## src/hw/uets_defs.svh

```systemverilog
`ifndef UETS_DEFS_SVH
`define UETS_DEFS_SVH

`define UETS_IDX_EV0_B0     14'h3A14
`define UETS_IDX_EV0_B1     14'h3A15
`define UETS_IDX_EV0_B2     14'h3A16
`define UETS_IDX_EV0_B3     14'h3A17
`define UETS_IDX_EV0_B4     14'h3A18
`define UETS_IDX_EV0_B5     14'h3A19
`define UETS_IDX_EV0_B6     14'h3A1A
`define UETS_IDX_EV0_B7     14'h3A1B
`define UETS_IDX_EV0_B8     14'h3A1C
`define UETS_IDX_EV0_B9     14'h3A1D
`define UETS_IDX_EV0_MISSED 14'h3A1E
`define UETS_IDX_EV0_QUAL   14'h3A1F
`define UETS_IDX_EV1_B0     14'h3A20
`define UETS_IDX_CTRL       14'h3A30
`define UETS_IDX_PERIOD     14'h3A31
`define UETS_IDX_TOL        14'h3A32
`define UETS_IDX_IRQ_STAT   14'h3A33
`define UETS_IDX_IRQ_MASK   14'h3A34

`define UETS_CTRL_CHECK_BIT 0
`define UETS_QUAL_LOWRES    0
`define UETS_IRQ_CAP0       0
`define UETS_IRQ_CAP1       1
`define UETS_IRQ_MISS0      2
`define UETS_IRQ_LOWRES0    3

`define UETS_CTRL_RST       32'h0000_0000
`define UETS_PERIOD_RST     32'h0000_0000
`define UETS_TOL_RST        32'h0000_0000
`define UETS_MASK_RST       4'h0
`define UETS_MISSED_MAX     8'hFF
`define UETS_RESP_OKAY      2'h0
`define UETS_RESP_SLVERR    2'h2

`endif

```

## src/hw/uets_pkg.sv

```systemverilog
package uets_pkg;
    typedef logic [79:0] uets_stamp_t;
    typedef logic [31:0] uets_word_t;
    typedef logic [7:0]  uets_byte_t;
    typedef logic [3:0]  uets_irq_t;
    typedef enum logic [1:0] {
        UETS_WR_IDLE = 2'b01,
        UETS_WR_RESP = 2'b10
    } uets_wr_state_t;
    typedef enum logic [1:0] {
        UETS_RD_IDLE = 2'b01,
        UETS_RD_DATA = 2'b10
    } uets_rd_state_t;
endpackage

```

## src/hw/uets_channel.sv

```systemverilog
`timescale 1ns/1ps
`include "uets_defs.svh"
module uets_channel
(
    input  wire logic               i_clk,
    input  wire logic               i_rst,
    input  wire logic               i_ce,
    input  wire logic               i_event,
    input  wire logic               i_io_update,
    input  wire logic               i_read_ack,
    input  wire uets_pkg::uets_stamp_t i_time,
    input  wire uets_pkg::uets_word_t  i_period_exp,
    input  wire uets_pkg::uets_word_t  i_period_tol,
    input  wire logic               i_check_en,
    output uets_pkg::uets_stamp_t   o_stamp,
    output logic                    o_lowres,
    output uets_pkg::uets_byte_t    o_missed,
    output logic                    o_capture,
    output logic                    o_lost,
    output logic                    o_lowres_evt
);
    import uets_pkg::*;

    logic        event_d;
    logic        pend_valid;
    uets_stamp_t pend_stamp;
    logic        pend_lowres;
    logic        active_unread;
    logic        have_last;
    uets_word_t  last_time;
    logic        edge_seen;
    uets_word_t  interval;
    logic [32:0] lim_hi;
    logic [32:0] lim_lo;
    logic        off_period;
    logic        lost_unupdated;
    logic        lost_unread;
    logic [1:0]  loss_inc;
    logic [8:0]  next_missed;

    assign edge_seen      = i_event & ~event_d;
    assign interval       = i_time[31:0] - last_time;
    assign lim_hi         = {1'b0, i_period_exp} + {1'b0, i_period_tol};
    assign lim_lo         = {1'b0, interval} + {1'b0, i_period_tol};
    assign off_period     = i_check_en & have_last
                            & (({1'b0, interval} > lim_hi) | (lim_lo < {1'b0, i_period_exp}));
    assign lost_unupdated = edge_seen & pend_valid & ~i_io_update;
    assign lost_unread    = i_io_update & pend_valid & active_unread & ~i_read_ack;
    assign loss_inc       = {1'b0, lost_unupdated} + {1'b0, lost_unread};
    assign next_missed    = {1'b0, o_missed} + {7'h00, loss_inc};

    always_ff @(posedge i_clk)
    begin
        if (i_rst)
        begin
            event_d   <= 1'b0;
            have_last <= 1'b0;
            last_time <= 32'h0000_0000;
        end
        else if (i_ce)
        begin
            event_d <= i_event;
            if (edge_seen)
            begin
                have_last <= 1'b1;
                last_time <= i_time[31:0];
            end
        end
    end

    // A new edge replaces any stamp still waiting for an update.
    always_ff @(posedge i_clk)
    begin
        if (i_rst)
        begin
            pend_valid  <= 1'b0;
            pend_stamp  <= 80'h0;
            pend_lowres <= 1'b0;
        end
        else if (i_ce)
        begin
            if (edge_seen)
            begin
                pend_valid  <= 1'b1;
                pend_stamp  <= i_time;
                pend_lowres <= off_period;
            end
            else if (i_io_update)
            begin
                pend_valid <= 1'b0;
            end
        end
    end

    // Software sees a stamp only after an update moves it to the active copy.
    always_ff @(posedge i_clk)
    begin
        if (i_rst)
        begin
            o_stamp       <= 80'h0;
            o_lowres      <= 1'b0;
            active_unread <= 1'b0;
        end
        else if (i_ce)
        begin
            if (i_io_update && pend_valid)
            begin
                o_stamp       <= pend_stamp;
                o_lowres      <= pend_lowres;
                active_unread <= 1'b1;
            end
            else if (i_read_ack)
            begin
                active_unread <= 1'b0;
            end
        end
    end

    always_ff @(posedge i_clk)
    begin
        if (i_rst)
        begin
            o_missed     <= 8'h00;
            o_capture    <= 1'b0;
            o_lost       <= 1'b0;
            o_lowres_evt <= 1'b0;
        end
        else if (i_ce)
        begin
            o_missed     <= next_missed[8] ? `UETS_MISSED_MAX : next_missed[7:0];
            o_capture    <= edge_seen;
            o_lost       <= lost_unupdated | lost_unread;
            o_lowres_evt <= edge_seen & off_period;
        end
    end
endmodule

```

## src/hw/uets_top.sv

```systemverilog
// Implementation choice: the AXI4-Lite slave port.
`timescale 1ns/1ps
`include "uets_defs.svh"
module uets_top
(
    input  wire logic                  i_clk,
    input  wire logic                  i_rst,
    input  wire logic                  i_ce,
    input  wire logic                  i_event0,
    input  wire logic                  i_event1,
    input  wire logic                  i_io_update,
    input  wire logic [15:0]           i_axi_awaddr,
    input  wire logic                  i_axi_awvalid,
    output logic                       o_axi_awready,
    input  wire uets_pkg::uets_word_t  i_axi_wdata,
    input  wire logic [3:0]            i_axi_wstrb,
    input  wire logic                  i_axi_wvalid,
    output logic                       o_axi_wready,
    output logic [1:0]                 o_axi_bresp,
    output logic                       o_axi_bvalid,
    input  wire logic                  i_axi_bready,
    input  wire logic [15:0]           i_axi_araddr,
    input  wire logic                  i_axi_arvalid,
    output logic                       o_axi_arready,
    output uets_pkg::uets_word_t       o_axi_rdata,
    output logic [1:0]                 o_axi_rresp,
    output logic                       o_axi_rvalid,
    input  wire logic                  i_axi_rready,
    output logic                       o_irq
);
    import uets_pkg::*;

    uets_stamp_t    time_now;
    uets_stamp_t    stamp0;
    uets_stamp_t    stamp1;
    logic           lowres0;
    uets_byte_t     missed0;
    logic           cap0;
    logic           cap1;
    logic           lost0;
    logic           lowres_evt0;
    logic           read_ack0;
    logic           read_ack1;

    uets_word_t     ctrl;
    uets_word_t     period_exp;
    uets_word_t     period_tol;
    uets_irq_t      irq_stat;
    uets_irq_t      irq_mask;
    uets_irq_t      irq_set;
    uets_irq_t      irq_clr;

    uets_wr_state_t wr_state;
    uets_rd_state_t rd_state;
    logic           aw_held;
    logic           w_held;
    logic [13:0]    aw_idx;
    uets_word_t     w_data;
    logic [3:0]     w_strb;
    logic           wr_fire;
    logic           wr_known;

    logic [13:0]    rd_idx;
    logic [3:0]     rd_off;
    uets_word_t     rd_word;
    logic           rd_known;
    logic           rd_fire;

    function automatic uets_word_t apply_strb(input uets_word_t old_v,
                                              input uets_word_t new_v,
                                              input logic [3:0] strb);
        uets_word_t res;
        res = old_v;
        for (int b = 0; b < 4; b++)
        begin
            if (strb[b])
            begin
                res[8*b +: 8] = new_v[8*b +: 8];
            end
        end
        return res;
    endfunction

    // Free-running time base that every stamp is taken from.
    always_ff @(posedge i_clk)
    begin
        if (i_rst)
        begin
            time_now <= 80'h0;
        end
        else if (i_ce)
        begin
            time_now <= time_now + 80'h1;
        end
    end

    uets_channel u_chan0
    (
        .i_clk        (i_clk),
        .i_rst        (i_rst),
        .i_ce         (i_ce),
        .i_event      (i_event0),
        .i_io_update  (i_io_update),
        .i_read_ack   (read_ack0),
        .i_time       (time_now),
        .i_period_exp (period_exp),
        .i_period_tol (period_tol),
        .i_check_en   (ctrl[`UETS_CTRL_CHECK_BIT]),
        .o_stamp      (stamp0),
        .o_lowres     (lowres0),
        .o_missed     (missed0),
        .o_capture    (cap0),
        .o_lost       (lost0),
        .o_lowres_evt (lowres_evt0)
    );

    uets_channel u_chan1
    (
        .i_clk        (i_clk),
        .i_rst        (i_rst),
        .i_ce         (i_ce),
        .i_event      (i_event1),
        .i_io_update  (i_io_update),
        .i_read_ack   (read_ack1),
        .i_time       (time_now),
        .i_period_exp (period_exp),
        .i_period_tol (period_tol),
        .i_check_en   (ctrl[`UETS_CTRL_CHECK_BIT]),
        .o_stamp      (stamp1),
        .o_lowres     (),
        .o_missed     (),
        .o_capture    (cap1),
        .o_lost       (),
        .o_lowres_evt ()
    );

    assign wr_fire = aw_held & w_held & (wr_state == UETS_WR_IDLE);
    assign rd_fire = i_axi_arvalid & o_axi_arready;
    assign rd_idx  = i_axi_araddr[15:2];
    assign rd_off  = 4'(rd_idx - `UETS_IDX_EV0_B0);

    always_comb
    begin
        wr_known = 1'b1;
        case (aw_idx)
            `UETS_IDX_CTRL,
            `UETS_IDX_PERIOD,
            `UETS_IDX_TOL,
            `UETS_IDX_IRQ_STAT,
            `UETS_IDX_IRQ_MASK:
            begin
                wr_known = 1'b1;
            end
            default:
            begin
                // Writes to the read-only stamp bytes are accepted and ignored.
                wr_known = (aw_idx >= `UETS_IDX_EV0_B0) && (aw_idx <= `UETS_IDX_EV1_B0);
            end
        endcase
    end

    // Read mux: ten stamp bytes, count, status, channel 1's low byte, then control, period, tolerance and interrupt registers.
    always_comb
    begin
        rd_word  = 32'h0000_0000;
        rd_known = 1'b1;
        case (rd_idx)
            `UETS_IDX_EV0_MISSED:
            begin
                rd_word = {24'h00_0000, missed0};
            end
            `UETS_IDX_EV0_QUAL:
            begin
                rd_word = {31'h0000_0000, lowres0};
            end
            `UETS_IDX_EV1_B0:
            begin
                rd_word = {24'h00_0000, stamp1[7:0]};
            end
            `UETS_IDX_CTRL:
            begin
                rd_word = ctrl;
            end
            `UETS_IDX_PERIOD:
            begin
                rd_word = period_exp;
            end
            `UETS_IDX_TOL:
            begin
                rd_word = period_tol;
            end
            `UETS_IDX_IRQ_STAT:
            begin
                rd_word = {28'h000_0000, irq_stat};
            end
            `UETS_IDX_IRQ_MASK:
            begin
                rd_word = {28'h000_0000, irq_mask};
            end
            default:
            begin
                if ((rd_idx >= `UETS_IDX_EV0_B0) && (rd_idx <= `UETS_IDX_EV0_B9))
                begin
                    rd_word = {24'h00_0000, stamp0[{rd_off, 3'b000} +: 8]};
                end
                else
                begin
                    rd_known = 1'b0;
                end
            end
        endcase
    end

    // A read of any byte of a channel's stamp marks that stamp as read.
    assign read_ack0 = rd_fire && (rd_idx >= `UETS_IDX_EV0_B0) && (rd_idx <= `UETS_IDX_EV0_QUAL);
    assign read_ack1 = rd_fire && (rd_idx == `UETS_IDX_EV1_B0);

    always_ff @(posedge i_clk)
    begin
        if (i_rst)
        begin
            aw_held       <= 1'b0;
            aw_idx        <= 14'h0000;
            o_axi_awready <= 1'b1;
        end
        else if (i_ce)
        begin
            if (i_axi_awvalid && o_axi_awready)
            begin
                aw_held       <= 1'b1;
                aw_idx        <= i_axi_awaddr[15:2];
                o_axi_awready <= 1'b0;
            end
            else if (o_axi_bvalid && i_axi_bready)
            begin
                aw_held       <= 1'b0;
                o_axi_awready <= 1'b1;
            end
        end
    end

    always_ff @(posedge i_clk)
    begin
        if (i_rst)
        begin
            w_held       <= 1'b0;
            w_data       <= 32'h0000_0000;
            w_strb       <= 4'h0;
            o_axi_wready <= 1'b1;
        end
        else if (i_ce)
        begin
            if (i_axi_wvalid && o_axi_wready)
            begin
                w_held       <= 1'b1;
                w_data       <= i_axi_wdata;
                w_strb       <= i_axi_wstrb;
                o_axi_wready <= 1'b0;
            end
            else if (o_axi_bvalid && i_axi_bready)
            begin
                w_held       <= 1'b0;
                o_axi_wready <= 1'b1;
            end
        end
    end

    always_ff @(posedge i_clk)
    begin
        if (i_rst)
        begin
            wr_state     <= UETS_WR_IDLE;
            o_axi_bvalid <= 1'b0;
            o_axi_bresp  <= `UETS_RESP_OKAY;
        end
        else if (i_ce)
        begin
            case (wr_state)
                UETS_WR_IDLE:
                begin
                    if (wr_fire)
                    begin
                        o_axi_bvalid <= 1'b1;
                        o_axi_bresp  <= wr_known ? `UETS_RESP_OKAY : `UETS_RESP_SLVERR;
                        wr_state     <= UETS_WR_RESP;
                    end
                end
                UETS_WR_RESP:
                begin
                    if (i_axi_bready)
                    begin
                        o_axi_bvalid <= 1'b0;
                        wr_state     <= UETS_WR_IDLE;
                    end
                end
                default:
                begin
                    o_axi_bvalid <= 1'b0;
                    wr_state     <= UETS_WR_IDLE;
                end
            endcase
        end
    end

    always_ff @(posedge i_clk)
    begin
        if (i_rst)
        begin
            ctrl       <= `UETS_CTRL_RST;
            period_exp <= `UETS_PERIOD_RST;
            period_tol <= `UETS_TOL_RST;
            irq_mask   <= `UETS_MASK_RST;
        end
        else if (i_ce && wr_fire)
        begin
            case (aw_idx)
                `UETS_IDX_CTRL:
                begin
                    ctrl <= apply_strb(ctrl, w_data, w_strb) & 32'h0000_0001;
                end
                `UETS_IDX_PERIOD:
                begin
                    period_exp <= apply_strb(period_exp, w_data, w_strb);
                end
                `UETS_IDX_TOL:
                begin
                    period_tol <= apply_strb(period_tol, w_data, w_strb);
                end
                `UETS_IDX_IRQ_MASK:
                begin
                    if (w_strb[0])
                    begin
                        irq_mask <= w_data[3:0];
                    end
                end
                default:
                begin
                    ctrl <= ctrl;
                end
            endcase
        end
    end

    always_ff @(posedge i_clk)
    begin
        if (i_rst)
        begin
            rd_state      <= UETS_RD_IDLE;
            o_axi_arready <= 1'b1;
            o_axi_rvalid  <= 1'b0;
            o_axi_rdata   <= 32'h0000_0000;
            o_axi_rresp   <= `UETS_RESP_OKAY;
        end
        else if (i_ce)
        begin
            case (rd_state)
                UETS_RD_IDLE:
                begin
                    if (rd_fire)
                    begin
                        o_axi_arready <= 1'b0;
                        o_axi_rvalid  <= 1'b1;
                        o_axi_rdata   <= rd_word;
                        o_axi_rresp   <= rd_known ? `UETS_RESP_OKAY : `UETS_RESP_SLVERR;
                        rd_state      <= UETS_RD_DATA;
                    end
                end
                UETS_RD_DATA:
                begin
                    if (i_axi_rready)
                    begin
                        o_axi_rvalid  <= 1'b0;
                        o_axi_arready <= 1'b1;
                        rd_state      <= UETS_RD_IDLE;
                    end
                end
                default:
                begin
                    o_axi_rvalid  <= 1'b0;
                    o_axi_arready <= 1'b1;
                    rd_state      <= UETS_RD_IDLE;
                end
            endcase
        end
    end

    always_comb
    begin
        irq_set                    = 4'h0;
        irq_set[`UETS_IRQ_CAP0]    = cap0;
        irq_set[`UETS_IRQ_CAP1]    = cap1;
        irq_set[`UETS_IRQ_MISS0]   = lost0;
        irq_set[`UETS_IRQ_LOWRES0] = lowres_evt0;
        irq_clr                    = 4'h0;
        if (wr_fire && (aw_idx == `UETS_IDX_IRQ_STAT) && w_strb[0])
        begin
            irq_clr = w_data[3:0];
        end
    end

    // A new event in the same cycle as its clear keeps the bit set.
    always_ff @(posedge i_clk)
    begin
        if (i_rst)
        begin
            irq_stat <= 4'h0;
            o_irq    <= 1'b0;
        end
        else if (i_ce)
        begin
            irq_stat <= (irq_stat & ~irq_clr) | irq_set;
            o_irq    <= |(irq_stat & irq_mask);
        end
    end
endmodule

```

## config.mk

```make
export PLATFORM = sky130hd
export DESIGN_NAME = uets_top
export DESIGN_NICKNAME = d
export VERILOG_FILES = /design/src/hw/uets_pkg.sv /design/src/hw/uets_channel.sv /design/src/hw/uets_top.sv
export VERILOG_INCLUDE_DIRS = /design/src /design/src/hw
export SDC_FILE = /design/constraint.sdc
export NUM_CORES = 1
export LEC_CHECK = 0
export BUFFER_PORTS_ARGS = -buffer_cell sky130_fd_sc_hd__buf_2
export CORE_MARGIN = 2
export CORE_UTILIZATION = 64
export CTS_BUF_LIST = sky130_fd_sc_hd__clkbuf_8
export CTS_CLUSTER_DIAMETER = 30
export DETAILED_ROUTE_END_ITERATION = 10
export PLACE_DENSITY = 0.92
export SYNTH_ARGS = -nofsm -noshare
export SYNTH_HDL_FRONTEND = slang
export SYNTH_SLANG_ARGS = --single-unit
```

## constraint.sdc

```tcl
create_clock -name i_clk -period 7.4 [get_ports i_clk]
set_clock_uncertainty 0.05 [all_clocks]
set_input_delay 1.48 -clock i_clk [delete_from_list [all_inputs] [get_ports i_clk]]
set_output_delay 1.48 -clock i_clk [all_outputs]
set_load 0.03 [all_outputs]
```

==> results.rst <==
.. list-table::
   :header-rows: 1

   * - Metric
     - Value
   * - DIE HEIGHT
     - approximately 200 um
   * - Share of the cycle needed by the critical path after routing
     - 94.4%
   * - DRC Markers
     - 0
   * - Largest net degree at the start of global routing
     - ~150
   * - Wire length per cell after detailed routing
     - roughly 19 um
   * - Worst setup path category
     - register to register
   * - Worst path required time
     - roughly 8 ns
   * - Final weighted congestion in routability-driven placement
     - around 0.95
   * - Overall fraction of global-route tracks in use
     - between 30% and 40%
   * - Wire length after detailed routing
     - slightly below 70 mm
   * - Global route hottest layer
     - met2
   * - Root buffer cell
     - sky130_fd_sc_hd__clkbuf_8
   * - Cell area after synthesis
     - roughly 24000 um^2
   * - Area share of the largest cell type after synthesis
     - between 30% and 40%
   * - Highest clock rate
     - about 140 MHz
   * - Maximum VDD drop
     - 184 uV
   * - Hold-critical path depth
     - 2
   * - Crit Path Max Fanout
     - 7
   * - Layout Nets
     - about 3300
   * - Via density
     - roughly 6.3
   * - Endpoint type of the worst setup path
     - register
   * - Clock-pin slew of the registers on the worst-case setup and hold paths
     - about 0.06 ns
   * - Worst-path cell with the longest stage delay
     - sky130_fd_sc_hd__fa_1
   * - Number of flip-flops and latches in the synthesized netlist
     - between 400 and 500
   * - Type of the tightest min-delay check
     - register to register
   * - Number of synthesized flops with an enable pin
     - 0
   * - Global-route met3 utilization
     - 5.71%
   * - Initial antenna violation count
     - 0
   * - Clock tree from TritonCTS
     - built
   * - Port bufs
     - ~110
   * - Count of endpoints failing hold in the final timing report
     - 0
   * - Bufs on Longest Clock Path
     - 3
   * - Average cell area after synthesis
     - approximately 7.9 um^2
   * - Final-report max-slew violation count
     - 0
   * - Detailed-placement wirelength estimate
     - 45.9 mm
   * - 1st-pass router iterations
     - 8
   * - Number of nets with antenna violations after detailed routing
     - 0
   * - Status
     - complete, no violations
   * - Clk sinks
     - 442
   * - Most area-consuming cells after synthesis
     - sky130_fd_sc_hd__dfxtp_1 (38%), sky130_fd_sc_hd__nand2_1 (9.5%), sky130_fd_sc_hd__ha_1 (8.8%)
   * - Most used flip-flop cell after synthesis
     - sky130_fd_sc_hd__dfxtp_1
   * - Synth top cells by count
     - sky130_fd_sc_hd__nand2_1 (595), sky130_fd_sc_hd__dfxtp_1 (442), sky130_fd_sc_hd__a21oi_1 (411)
   * - Critical Path AT
     - 7.55 ns
   * - Number of buffers created by CTS
     - between 80 and 90
   * - Initial Util
     - between 60 and 70%
   * - Slew @ Worst Pin
     - about 1.1 ns
   * - Max incr delay on CP
     - 0.42 ns
   * - Worst-Skew Late Latency
     - ~0.68 ns
   * - Standard cell core area
     - roughly 36000 um^2
   * - Cell seen most often among critical-path stages
     - sky130_fd_sc_hd__a21oi_1
   * - Iteration-0 DRC count of the detailed router
     - approximately 2400
   * - Max transition margin
     - between 20% and 30%
   * - H-tree depth reported by CTS
     - 3
   * - Overflow left after global routing
     - 0
   * - Share of post-route cells with drive strength above 1
     - between 10% and 20%
   * - Final period demand of the worst path
     - ~7 ns
   * - Synthesized instance count
     - 2976
   * - Layout Cell Area excl Fill
     - around 26000 um^2
   * - GR met2 Demand/Resource
     - about three fifths
   * - Final setup vio count
     - 0
   * - Total leakage power
     - slightly above 10 nW
   * - Die Footprint
     - around 38000 um^2
   * - Worst R2R Path Depth
     - 32
   * - Cell Rows
     - 70
   * - Met1 Track Usage GR
     - between 40% and 50%
   * - Seq/Total Area, Yosys
     - between 30% and 40%
   * - Cell area after placement
     - 24400 um^2
   * - Share of synthesized registers carrying an async set or reset
     - 0%
   * - Via count of the first global-routing pass
     - 22121
   * - I/O pin count
     - 121
   * - Die width
     - slightly below 200 um
   * - First-pass GRT wire length
     - approximately 110 mm
   * - Layout Area Growth over Synthesis
     - 12.2%
   * - Synth Warn #
     - 0
   * - Pwr per Cell Area
     - roughly 220 nW/um^2
   * - Number of max-cap violations
     - 0
   * - Pwr Total
     - 5.85 mW
   * - Final Util
     - 72.6%
   * - Final antenna diode count
     - 0
   * - Number of distinct standard cells referenced by the synthesized netlist
     - just over 80
   * - Cell type with the highest aggregate area in the netlist
     - sky130_fd_sc_hd__dfxtp_1
   * - Count leader, synth
     - sky130_fd_sc_hd__nand2_1
   * - Vias after detailed routing
     - between 20000 and 25000
   * - Type of origin of the critical path
     - register
## layout make-up
class | instances | area, um^2
multi-input combinational | 2285 | 13900
fill | 2515 | 9990
sequential | 442 | 8850
clock buffer | 96 | 1320
timing repair buffer | 138 | 761
clock inverter | 56 | 683
tap | 468 | 586
inverter | 104 | 390
## cell families after synthesis
group | synth area share [%]
muxes | 3.27
other | 0.0159
and+or+nand+nor | 22.2
buffers and inverters | 4.06
adders and majority gates | 9.15
DFF | 37.5
AOI/OAI and AO/OA | 18.2
xor gates and xnor gates | 5.57
## metrics by stage
| step | worst slack, ns | hold slack (ns) | setup TNS, ns | cells |
|---|---|---|---|---|
| 3_3_place_gp | 0.323 | 0.387 | 0 | 3432 |
| 4_1_cts | 0.0592 | 0.384 | 0 | 3584 |
| 6_report | 0.416 | 0.401 | 0 | 3589 |
| 5_1_grt | -0.00952 | 0.410 | -0.0172 | 3589 |
| 2_1_floorplan | 1.29 | 0.382 | 0 | 2977 |
| 3_5_place_dp | 0.121 | 0.396 | 0 | 3432 |
## worst paths after layout
path                          start              endpoint  slack (ns)
max                     time_now[0]  u_chan0.o_lowres_evt        0.42
min          u_chan0.pend_stamp[32]   u_chan0.o_stamp[32]        0.40
max reg2reg             time_now[0]  u_chan0.o_lowres_evt        0.42
min reg2reg  u_chan0.pend_stamp[32]   u_chan0.o_stamp[32]        0.40
## metal layers
metal	wire length, um	up-vias
met5	0	-
met4	2950	0
met3	5190	250
met2	32600	1177
met1	27000	10773
li1	-	10533
## worst max-delay path, delay by kind of cell, from the launching register on
kind | cells | cell delay (ns)
AO/OA/AOI/OAI | 22 | 4.35
adder cells (fa/ha/maj) | 4 | 1.26
flip-flops | 1 | 0.37
XOR/XNOR | 2 | 0.35
buffers and inverters | 3 | 0.33
AND/OR/NAND/NOR | 1 | 0.19
## layout by cell type, fill, tap and decap left out, types with 10 or more instances in the layout
cell / n
sky130_fd_sc_hd__inv_1: 118
sky130_fd_sc_hd__nand2b_1: 22
sky130_fd_sc_hd__nand2_1: 594
sky130_fd_sc_hd__a21o_1: 55
sky130_fd_sc_hd__or3_1: 16
sky130_fd_sc_hd__and4_1: 13
sky130_fd_sc_hd__clkinv_2: 10
sky130_fd_sc_hd__nor2b_1: 24
sky130_fd_sc_hd__buf_4: 24
sky130_fd_sc_hd__nand3_1: 122
sky130_fd_sc_hd__nand4_1: 42
sky130_fd_sc_hd__mux2i_1: 40
sky130_fd_sc_hd__a22oi_1: 16
sky130_fd_sc_hd__o21bai_1: 12
sky130_fd_sc_hd__nor3_1: 50
sky130_fd_sc_hd__mux4_2: 16
sky130_fd_sc_hd__a221oi_1: 29
sky130_fd_sc_hd__a211oi_1: 18
sky130_fd_sc_hd__dfxtp_1: 442
sky130_fd_sc_hd__bufinv_16: 13
sky130_fd_sc_hd__o21ai_0: 85
sky130_fd_sc_hd__and3_1: 25
sky130_fd_sc_hd__and2_1: 10
sky130_fd_sc_hd__o21a_1: 12
sky130_fd_sc_hd__buf_2: 113
sky130_fd_sc_hd__xor2_1: 80
sky130_fd_sc_hd__a21oi_1: 409
sky130_fd_sc_hd__clkbuf_8: 96
sky130_fd_sc_hd__ha_1: 165
sky130_fd_sc_hd__nor2_1: 227
sky130_fd_sc_hd__xnor2_1: 70
## sequential cells by signal, indices dropped and copies added (netlist names), 8 cells and up
name,cells
o_axi_rdata,32
period_exp,32
u_chan1.pend_stamp,8
w_data,32
u_chan1.o_stamp,8
period_tol,32
time_now,80
u_chan0.o_missed,8
aw_idx,14
u_chan0.pend_stamp,80
u_chan0.o_stamp,80
## power by group
group / internal, mW / switching (mW) / leakage [nW]
logic: 0.212 / 0.371 / 5.74
clock network: 1.68 / 1.14 / 1.06
registers: 2.41 / 0.0343 / 3.57
## what timing repair did
item	in CTS	in global routing
setup buffers	0	5
hold buffers	0	0
resized for setup	0	11
setup endpoints to repair	0	2
Power figures use the tool's default switching activity.
